===== src/hw/pier_pkg.sv =====
// Operation
// priorities off: no peripheral request passes without global enable
// priority bits steer the request level only while priorities are on
// enable register 1: eight read/write enables, cleared at reset
// enable register 2: six enables cleared at reset, bits 7 and 5 zero
// enable register 3: eight bus controller enables, set at reset
// priority register 1 mirrors enable 1, set at reset, one is high
// priority register 2 mirrors enable 2, bit 4 resets zero, others one
// reduced pin: slave port, comparator, enhanced capture bits read zero
// a flag sets on its event whatever the enable bits hold
// priority scheme enable sits at bit 7; one gives two levels
// requests are OR of flag AND enable, split by priority bit
package pier_pkg;

  // register byte offsets on the register bus
  localparam logic [7:0] OFS_EN1  = 8'h00;
  localparam logic [7:0] OFS_EN2  = 8'h04;
  localparam logic [7:0] OFS_EN3  = 8'h08;
  localparam logic [7:0] OFS_PR1  = 8'h0C;
  localparam logic [7:0] OFS_PR2  = 8'h10;
  localparam logic [7:0] OFS_CTRL = 8'h14;
  localparam logic [7:0] OFS_FLG1 = 8'h18;
  localparam logic [7:0] OFS_FLG2 = 8'h1C;
  localparam logic [7:0] OFS_FLG3 = 8'h20;
  localparam logic [7:0] OFS_STAT = 8'h24;

  // reset values
  localparam logic [7:0] RST_EN1 = 8'h00;
  localparam logic [7:0] RST_EN2 = 8'h00;
  localparam logic [7:0] RST_EN3 = 8'hFF;
  localparam logic [7:0] RST_PR1 = 8'hFF;
  localparam logic [7:0] RST_PR2 = 8'h4F;
  localparam logic [7:0] RST_FLG = 8'h00;

  // implemented bits, full and reduced pin variants
  localparam logic [7:0] MSK_FULL1 = 8'hFF;
  localparam logic [7:0] MSK_FULL2 = 8'h5F;
  localparam logic [7:0] MSK_FULL3 = 8'hFF;
  localparam logic [7:0] MSK_RED1  = 8'h7F;
  localparam logic [7:0] MSK_RED2  = 8'h1E;

  // control and status field positions
  localparam int unsigned CTRL_PRIO_BIT = 7;
  localparam int unsigned CTRL_PGE_BIT  = 6;
  localparam int unsigned STAT_HIGH_BIT = 0;
  localparam int unsigned STAT_LOW_BIT  = 1;
  localparam int unsigned STAT_PER_BIT  = 2;

  // implemented-bit mask of a source group
  function automatic logic [7:0] pier_mask(input logic [1:0] grp,
                                           input logic       reduced);
    logic [7:0] m;
    m = MSK_FULL3;
    if (grp == 2'd0) m = reduced ? MSK_RED1 : MSK_FULL1;
    if (grp == 2'd1) m = reduced ? MSK_RED2 : MSK_FULL2;
    return m;
  endfunction

  // any source pending, enabled and of the wanted level
  function automatic logic pier_any(input logic [7:0] flg,
                                    input logic [7:0] ena,
                                    input logic [7:0] lvl);
    return |(flg & ena & lvl);
  endfunction

endpackage


===== src/hw/pier_top.sv =====
`timescale 1ns/1ps
module pier_top #(
  parameter bit REDUCED_PIN = 1'b0
) (
  input  wire logic        i_clk,
  input  wire logic        i_rst_n,
  // register bus, APB slave
  input  wire logic        i_psel,
  input  wire logic        i_penable,
  input  wire logic        i_pwrite,
  input  wire logic [7:0]  i_paddr,
  input  wire logic [31:0] i_pwdata,
  input  wire logic [3:0]  i_pstrb,
  output logic      [31:0] o_prdata,
  output logic             o_pready,
  output logic             o_pslverr,
  // peripheral event pulses, same clock
  input  wire logic [7:0]  i_evt1,
  input  wire logic [7:0]  i_evt2,
  input  wire logic [7:0]  i_evt3,
  // third priority group, held outside this block
  input  wire logic [7:0]  i_pr3,
  // requests toward the core
  output logic             o_irq_high,
  output logic             o_irq_low,
  output logic             o_irq_periph,
  output logic             o_prio_scheme_en
);
  import pier_pkg::*;

  localparam logic [7:0] M1 = pier_mask(2'd0, REDUCED_PIN);
  localparam logic [7:0] M2 = pier_mask(2'd1, REDUCED_PIN);
  localparam logic [7:0] M3 = pier_mask(2'd2, REDUCED_PIN);

  typedef struct packed {
    logic [7:0]  en1;
    logic [7:0]  en2;
    logic [7:0]  en3;
    logic [7:0]  pr1;
    logic [7:0]  pr2;
    logic        prio_en;
    logic        pge;
    logic        ready;
    logic        slverr;
    logic [31:0] rdata;
    logic        irq_high;
    logic        irq_low;
    logic        irq_periph;
    logic        touched;
  } pier_top_s;

  // reset image; unimplemented bits come up clear
  localparam pier_top_s RST_TOP = '{
    en1:        RST_EN1 & M1,
    en2:        RST_EN2 & M2,
    en3:        RST_EN3 & M3,
    pr1:        RST_PR1 & M1,
    pr2:        RST_PR2 & M2,
    prio_en:    1'b0,
    pge:        1'b0,
    ready:      1'b0,
    slverr:     1'b0,
    rdata:      32'h0000_0000,
    irq_high:   1'b0,
    irq_low:    1'b0,
    irq_periph: 1'b0,
    touched:    1'b0
  };

  pier_top_s  q;
  pier_top_s  d;

  logic       setup;
  logic       wr_fire;
  logic       mapped;
  logic [7:0] rd_byte;
  logic [7:0] wbyte;
  logic [7:0] clr1;
  logic [7:0] clr2;
  logic [7:0] clr3;
  logic [7:0] flag1;
  logic [7:0] flag2;
  logic [7:0] flag3;
  logic       req_high;
  logic       req_low;
  logic       req_periph;

  // bus phase decode; the answer always comes one cycle after setup
  assign setup   = i_psel & ~i_penable;
  assign wbyte   = i_pwdata[7:0];
  assign wr_fire = i_psel & i_penable & q.ready & i_pwrite &
                   i_pstrb[0] & mapped;

  // address decode and read mux, narrow data in the low byte
  always_comb begin
    mapped  = 1'b1;
    rd_byte = 8'h00;
    case (i_paddr)
      OFS_EN1:  rd_byte = q.en1;
      OFS_EN2:  rd_byte = q.en2;
      OFS_EN3:  rd_byte = q.en3;
      OFS_PR1:  rd_byte = q.pr1;
      OFS_PR2:  rd_byte = q.pr2;
      OFS_CTRL: begin
        rd_byte[CTRL_PRIO_BIT] = q.prio_en;
        rd_byte[CTRL_PGE_BIT]  = q.pge;
      end
      OFS_FLG1: rd_byte = flag1;
      OFS_FLG2: rd_byte = flag2;
      OFS_FLG3: rd_byte = flag3;
      OFS_STAT: begin
        rd_byte[STAT_HIGH_BIT] = q.irq_high;
        rd_byte[STAT_LOW_BIT]  = q.irq_low;
        rd_byte[STAT_PER_BIT]  = q.irq_periph;
      end
      default:  mapped = 1'b0;
    endcase
  end

  // write-one-to-clear pulses for the flag groups
  always_comb begin
    clr1 = 8'h00;
    clr2 = 8'h00;
    clr3 = 8'h00;
    if (wr_fire && i_paddr == OFS_FLG1) clr1 = wbyte;
    if (wr_fire && i_paddr == OFS_FLG2) clr2 = wbyte;
    if (wr_fire && i_paddr == OFS_FLG3) clr3 = wbyte;
  end

  // next state: bus answer, register writes, request outputs
  always_comb begin
    d       = q;
    d.ready = setup;
    if (setup) begin
      // read data caught at setup, so it reflects that cycle
      d.rdata  = {24'h00_0000, rd_byte};
      d.slverr = ~mapped;
    end
    if (wr_fire) begin
      d.touched = 1'b1;
      case (i_paddr)
        OFS_EN1:  d.en1 = wbyte & M1;
        OFS_EN2:  d.en2 = wbyte & M2;
        OFS_EN3:  d.en3 = wbyte & M3;
        OFS_PR1:  d.pr1 = wbyte & M1;
        OFS_PR2:  d.pr2 = wbyte & M2;
        OFS_CTRL: begin
          d.prio_en = wbyte[CTRL_PRIO_BIT];
          d.pge     = wbyte[CTRL_PGE_BIT];
        end
        default:  ;
      endcase
    end
    // one cycle of latency, trades speed for glitch-free outputs
    d.irq_high   = req_high;
    d.irq_low    = req_low;
    d.irq_periph = req_periph;
  end

  // state register
  always_ff @(posedge i_clk) begin
    if (!i_rst_n) begin
      q <= RST_TOP;
    end else begin
      q <= d;
    end
  end

  // flag store
  pier_flags #(
    .REDUCED_PIN (REDUCED_PIN)
  ) u_flags (
    .i_clk   (i_clk),
    .i_rst_n (i_rst_n),
    .i_evt1  (i_evt1),
    .i_evt2  (i_evt2),
    .i_evt3  (i_evt3),
    .i_clr1  (clr1),
    .i_clr2  (clr2),
    .i_clr3  (clr3),
    .o_flag1 (flag1),
    .o_flag2 (flag2),
    .o_flag3 (flag3)
  );

  // level routing
  pier_route u_route (
    .i_flag1      (flag1),
    .i_flag2      (flag2),
    .i_flag3      (flag3),
    .i_en1        (q.en1),
    .i_en2        (q.en2),
    .i_en3        (q.en3),
    .i_pr1        (q.pr1),
    .i_pr2        (q.pr2),
    .i_pr3        (i_pr3),
    .i_prio_en    (q.prio_en),
    .i_pge        (q.pge),
    .o_req_high   (req_high),
    .o_req_low    (req_low),
    .o_req_periph (req_periph)
  );

  // outputs straight from the state register
  assign o_prdata         = q.rdata;
  assign o_pready         = q.ready;
  assign o_pslverr        = q.slverr;
  assign o_irq_high       = q.irq_high;
  assign o_irq_low        = q.irq_low;
  assign o_irq_periph     = q.irq_periph;
  assign o_prio_scheme_en = q.prio_en;
endmodule


===== src/hw/pier_flags.sv =====
`timescale 1ns/1ps
module pier_flags #(
  parameter bit REDUCED_PIN = 1'b0
) (
  input  wire logic       i_clk,
  input  wire logic       i_rst_n,
  input  wire logic [7:0] i_evt1,
  input  wire logic [7:0] i_evt2,
  input  wire logic [7:0] i_evt3,
  input  wire logic [7:0] i_clr1,
  input  wire logic [7:0] i_clr2,
  input  wire logic [7:0] i_clr3,
  output logic      [7:0] o_flag1,
  output logic      [7:0] o_flag2,
  output logic      [7:0] o_flag3
);
  import pier_pkg::*;

  localparam logic [7:0] M1 = pier_mask(2'd0, REDUCED_PIN);
  localparam logic [7:0] M2 = pier_mask(2'd1, REDUCED_PIN);
  localparam logic [7:0] M3 = pier_mask(2'd2, REDUCED_PIN);

  typedef struct packed {
    logic [7:0] f1;
    logic [7:0] f2;
    logic [7:0] f3;
  } pier_flags_s;

  pier_flags_s q;
  pier_flags_s d;

  // events set regardless of enables; a set beats a same-cycle clear
  always_comb begin
    d    = q;
    d.f1 = ((q.f1 & ~i_clr1) | i_evt1) & M1;
    d.f2 = ((q.f2 & ~i_clr2) | i_evt2) & M2;
    d.f3 = ((q.f3 & ~i_clr3) | i_evt3) & M3;
  end

  // state register
  always_ff @(posedge i_clk) begin
    if (!i_rst_n) begin
      q <= '{f1: RST_FLG, f2: RST_FLG, f3: RST_FLG};
    end else begin
      q <= d;
    end
  end

  assign o_flag1 = q.f1;
  assign o_flag2 = q.f2;
  assign o_flag3 = q.f3;
endmodule


===== src/hw/pier_route.sv =====
`timescale 1ns/1ps
module pier_route (
  input  wire logic [7:0] i_flag1,
  input  wire logic [7:0] i_flag2,
  input  wire logic [7:0] i_flag3,
  input  wire logic [7:0] i_en1,
  input  wire logic [7:0] i_en2,
  input  wire logic [7:0] i_en3,
  input  wire logic [7:0] i_pr1,
  input  wire logic [7:0] i_pr2,
  input  wire logic [7:0] i_pr3,
  input  wire logic       i_prio_en,
  input  wire logic       i_pge,
  output logic            o_req_high,
  output logic            o_req_low,
  output logic            o_req_periph
);
  import pier_pkg::*;

  logic hi_any;
  logic lo_any;
  logic all_any;

  // per-level OR of flag AND enable, split by the priority bit
  always_comb begin
    hi_any  = pier_any(i_flag1, i_en1, i_pr1) |
              pier_any(i_flag2, i_en2, i_pr2) |
              pier_any(i_flag3, i_en3, i_pr3);
    lo_any  = pier_any(i_flag1, i_en1, ~i_pr1) |
              pier_any(i_flag2, i_en2, ~i_pr2) |
              pier_any(i_flag3, i_en3, ~i_pr3);
    all_any = hi_any | lo_any;
    // priority bits only matter with the scheme on
    o_req_high   = i_prio_en & hi_any;
    o_req_low    = i_prio_en & lo_any;
    // single level request needs the peripheral global enable
    o_req_periph = ~i_prio_en & i_pge & all_any;
  end
endmodule


===== config.mk =====
export PLATFORM = sky130hd
export DESIGN_NAME = pier_top
export DESIGN_NICKNAME = d
export VERILOG_FILES = /design/src/hw/pier_pkg.sv /design/src/hw/pier_top.sv /design/src/hw/pier_flags.sv /design/src/hw/pier_route.sv
export SDC_FILE = /design/constraint.sdc
export NUM_CORES = 1
export LEC_CHECK = 0
export BUFFER_PORTS_ARGS = -buffer_cell sky130_fd_sc_hd__buf_2
export CORE_ASPECT_RATIO = 1.75
export CORE_MARGIN = 2
export CORE_UTILIZATION = 45
export CTS_BUF_LIST = sky130_fd_sc_hd__clkbuf_4
export CTS_CLUSTER_DIAMETER = 50
export DETAILED_ROUTE_END_ITERATION = 10
export HOLD_SLACK_MARGIN = 0.03
export PLACE_DENSITY_LB_ADDON = 0.3
export RECOVER_POWER = 25
export SYNTH_ARGS = -nofsm -noshare
export SYNTH_HDL_FRONTEND = slang
export SYNTH_SLANG_ARGS = --single-unit

===== constraint.sdc =====
create_clock -name i_clk -period 2.24 [get_ports i_clk]
set_input_delay 0.112 -clock i_clk [delete_from_list [all_inputs] [get_ports i_clk]]
set_output_delay 0.112 -clock i_clk [all_outputs]
set_load 0.01 [all_outputs]

==> results.md <==
- Wires add up to 12.2 mm.
- The actual transition at the worst max-transition pin is 688 ps.
- The data required time of the worst path is 2580 ps.
- For this run, the number of Yosys warnings is 0.
- The post-route netlist has 18.8% of its cells at a drive strength greater than 1.
- In this run the tightest slew margin relative to its limit is 54.1%.
- The post-layout utilization of the core is 55.1%.
- The number of vias after detailed routing is 3721.
- The HPWL after detailed placement is 9.17 mm.
- The source-to-sink clock delay at the later pin of the worst-skew pair is 440 ps.
- Once placement finished, the instance area stood at 4350 µm².
- The dominant register cell in the synthesized netlist is dfxtp_1.
- The count of endpoints failing setup in the final report is 0.
- The cell area after technology mapping is 3950 µm².
- The number of DRC violations after detailed-routing iteration 0 is 276.
- The count of input and output buffers is 65.
- The type of the worst min-delay path is in2reg.
- The number of hold violations in the final report was 0.
- The die is 128 µm tall.
- The minimum setup slack in the final design is 395 ps.
- Entering global routing, the biggest net connects 49 pins.
- The final non-filler cell area is 4750 µm².
- The critical path goes through and3_1, nand3_1, nor3_1, buf_4, mux2i_1, nor2_1.
- Routability-driven placement finished with a final weighted congestion of 0.984.
- Dividing the detail-routed wire length by the instance count gives 18.5 µm.
- The core footprint is 8610 µm².
- The proportion of register bits with asynchronous set or reset after synthesis is 0%.
- Buffers inserted during clock tree synthesis total 9.
- Post-CTS repair changed the size of 0 cells.
- The maximum cell stage delay along the critical path is 470 ps.
- The detail route stage leaves a number of antenna-violating nets equal to 0.
- The post-route clock skew is 12.5 ps.
- Global routing finished with a remaining overflow of 0.
- The number of H-tree branching levels is 3.
- The achievable clock frequency is 542 MHz.
- For this design the top-level I/O count stands at 119.
- The worst-case IR drop observed on VDD is 0.410 mV.
- The average instance in the mapped netlist occupies 9.07 µm².
- STA classifies the critical path endpoint as a flip-flop.
- Setup total negative slack on the finished layout was measured at 0 ps.
- The initial antenna violation count was 0.
- In the synthesized netlist, the number of instances is 435.
- At the end of the flow, the number of nets in the layout was 620.
- The wire length of the first global-routing pass is 18.9 mm.
- The CTS tree is done.
- The post-detailed-route via-to-cell ratio is 5.64.
- After synthesis, flip-flops and latches occupy 37.0% of the total area.
- Setup repair after global routing left no endpoint under its margin.
- For this design, the sink count on the clock tree is 73.
- The worst hold path was traced through 3 stages.
- The via count of the first global-routing pass was 3556.
- The cell type of the slowest stage on the worst timing path is nor3_1.
- The path depth of the worst reg2reg path is 6.
- The number of antenna diodes in the final layout is 0.
- No sink is reached through more buffers than the 2 on the longest clock path.
- For this design the static power due to leakage is 1.88 nW.
- The max-cap check violation count is 0.
- The count of standard-cell rows is 45.
- In this run, placement finished with an instance count of 613.
- The overall die area is 9560 µm².
- The number of enable flip-flop cells after synthesis is 0.
- The class of the most critical setup path is reg2reg.
- The x dimension of the die is 74.8 µm.
- The register bit count reported by yosys is 73.
- After detailed routing, the number of remaining DRC violations is 0.
- Data arrives at the worst endpoint at 2190 ps.
- The count of TritonRoute iterations in the first routing pass is 5.
- STA classifies the critical path startpoint as a flip-flop.
- For the finished layout, the period the worst path requires is 1850 ps.
- The clock transition at the registers of the reported paths is 110 ps.
- Clock tree synthesis selected as its root buffer the cell clkbuf_4.
- The area growth from synthesis to layout is 20.4%.
- The critical-path maximum fanout is 4.
- The number of distinct library cells after synthesis is 48.
- Before CTS, the worst setup slack after placement is 324 ps.
- The power density of the placed cells is 513 nW/µm².
- The effective utilization at floorplan is 45.8%.
- Global routing used 26.9% of the available tracks across all layers.
- Leaving out filler cells and counting taps, the final layout contains 660.
- The total count of max-transition violations in the final report is 0.
- The final worst-path cycle share is 82.4%.
- The run finished with clean final reports.
==> layout by cell type, fill, tap and decap left out, types with 5 or more instances in the layout <==
cell	n
nor3_1	7
dlygate4sd3_1	32
clkbuf_1	17
mux2i_1	45
nor3_4	5
clkbuf_4	12
a21boi_0	19
nand2_1	60
mux2_2	6
conb_1	24
nor2_1	29
a22oi_1	6
nand4_1	6
a31oi_1	5
buf_4	20
o21a_1	23
nor4_1	5
and3_1	10
dfxtp_1	73
o22ai_1	12
nand3_1	25
buf_2	48
==> synth_stat cells, types with 7 or more instances <==
cell	instances	area share (%)
nor2_1	29	2.8
a21boi_0	19	3.6
nand2_1	60	5.7
and3_1	10	1.6
buf_4	33	6.3
mux2i_1	45	11
o22ai_1	12	1.9
o21a_1	23	4.4
dfxtp_1	73	37
clkbuf_1	8	0.76
nand3_1	25	3.2
nor3_1	7	0.89
==> routing by layer <==
layer  global-route usage (%)  routed length, µm
met1                     30.2               4530
met2                     46.5               6370
met3                     4.25                754
met4                     15.7                577
met5                        0                  0
==> final timing paths <==
kind	from	end	slack, ps
max	o_pready$_SDFF_PN0_	q[38]$_SDFFE_PN0P_	390
min	i_pwdata[6]	q[54]$_SDFFE_PN1P_	70
max reg2reg	o_pready$_SDFF_PN0_	q[38]$_SDFFE_PN0P_	390
min reg2reg	o_prdata[6]$_SDFFE_PN0P_	o_prdata[6]$_SDFFE_PN0P_	460
==> where the power goes <==
part           internal, mW  switching [mW]  total (mW)
registers              1.33          0.0372        1.37
logic                 0.160           0.186       0.346
clock network         0.259           0.466       0.724
total                  1.75           0.689        2.44
==> state kept, by name, indices dropped and copies added, names as in the netlist <==
signal	flops
o_prio_scheme_en	1
o_irq_periph	1
u_flags.o_flag3	8
o_prdata	8
q	37
o_pready	1
o_irq_low	1
o_pslverr	1
o_irq_high	1
u_flags.o_flag1	8
u_flags.o_flag2	6
==> metrics by stage <==
step                      hold WS (ps)  total power [mW]
after floorplan                    236              1.59
after global placement             320              1.69
after detailed placement           325              1.69
after CTS                         36.5              2.45
after global routing              78.0              2.54
final                             65.8              2.44
==> critical path: cells and delay by family, from the launching register on <==
kind / cells / cell delay (ps)
and+or+nand+nor: 4 / 1020
muxes: 1 / 170
DFF: 1 / 340
buffers and inverters: 1 / 210
==> cells by family after synthesis <==
group / count (synthesis) / synth area share, %
AND/OR/NAND/NOR: 164 / 22.5
multiplexers: 54 / 14.8
other: 1 / 0.0950
AO/OA/AOI/OAI: 94 / 17.5
flip-flops: 73 / 37.0
buffers and inverters: 49 / 7.99
==> area by class of cell <==
cell class / count / area (µm²)
Multi-Input combinational cell: 336 / 2250
Tap cell: 117 / 146
Fill cell: 837 / 3860
Inverter: 2 / 7.51
Clock inverter: 3 / 18.8
Timing Repair Buffer: 117 / 774
Clock buffer: 12 / 90.1
Sequential cell: 73 / 1460
==> timing repair <==
item / CTS / global route
hold buffers: 32 / 0
hold endpoints to repair: 51 / 0
setup endpoints to repair: 0 / 0
setup buffers: 0 / 0
Note: power is estimated with default switching activity, not from simulation.
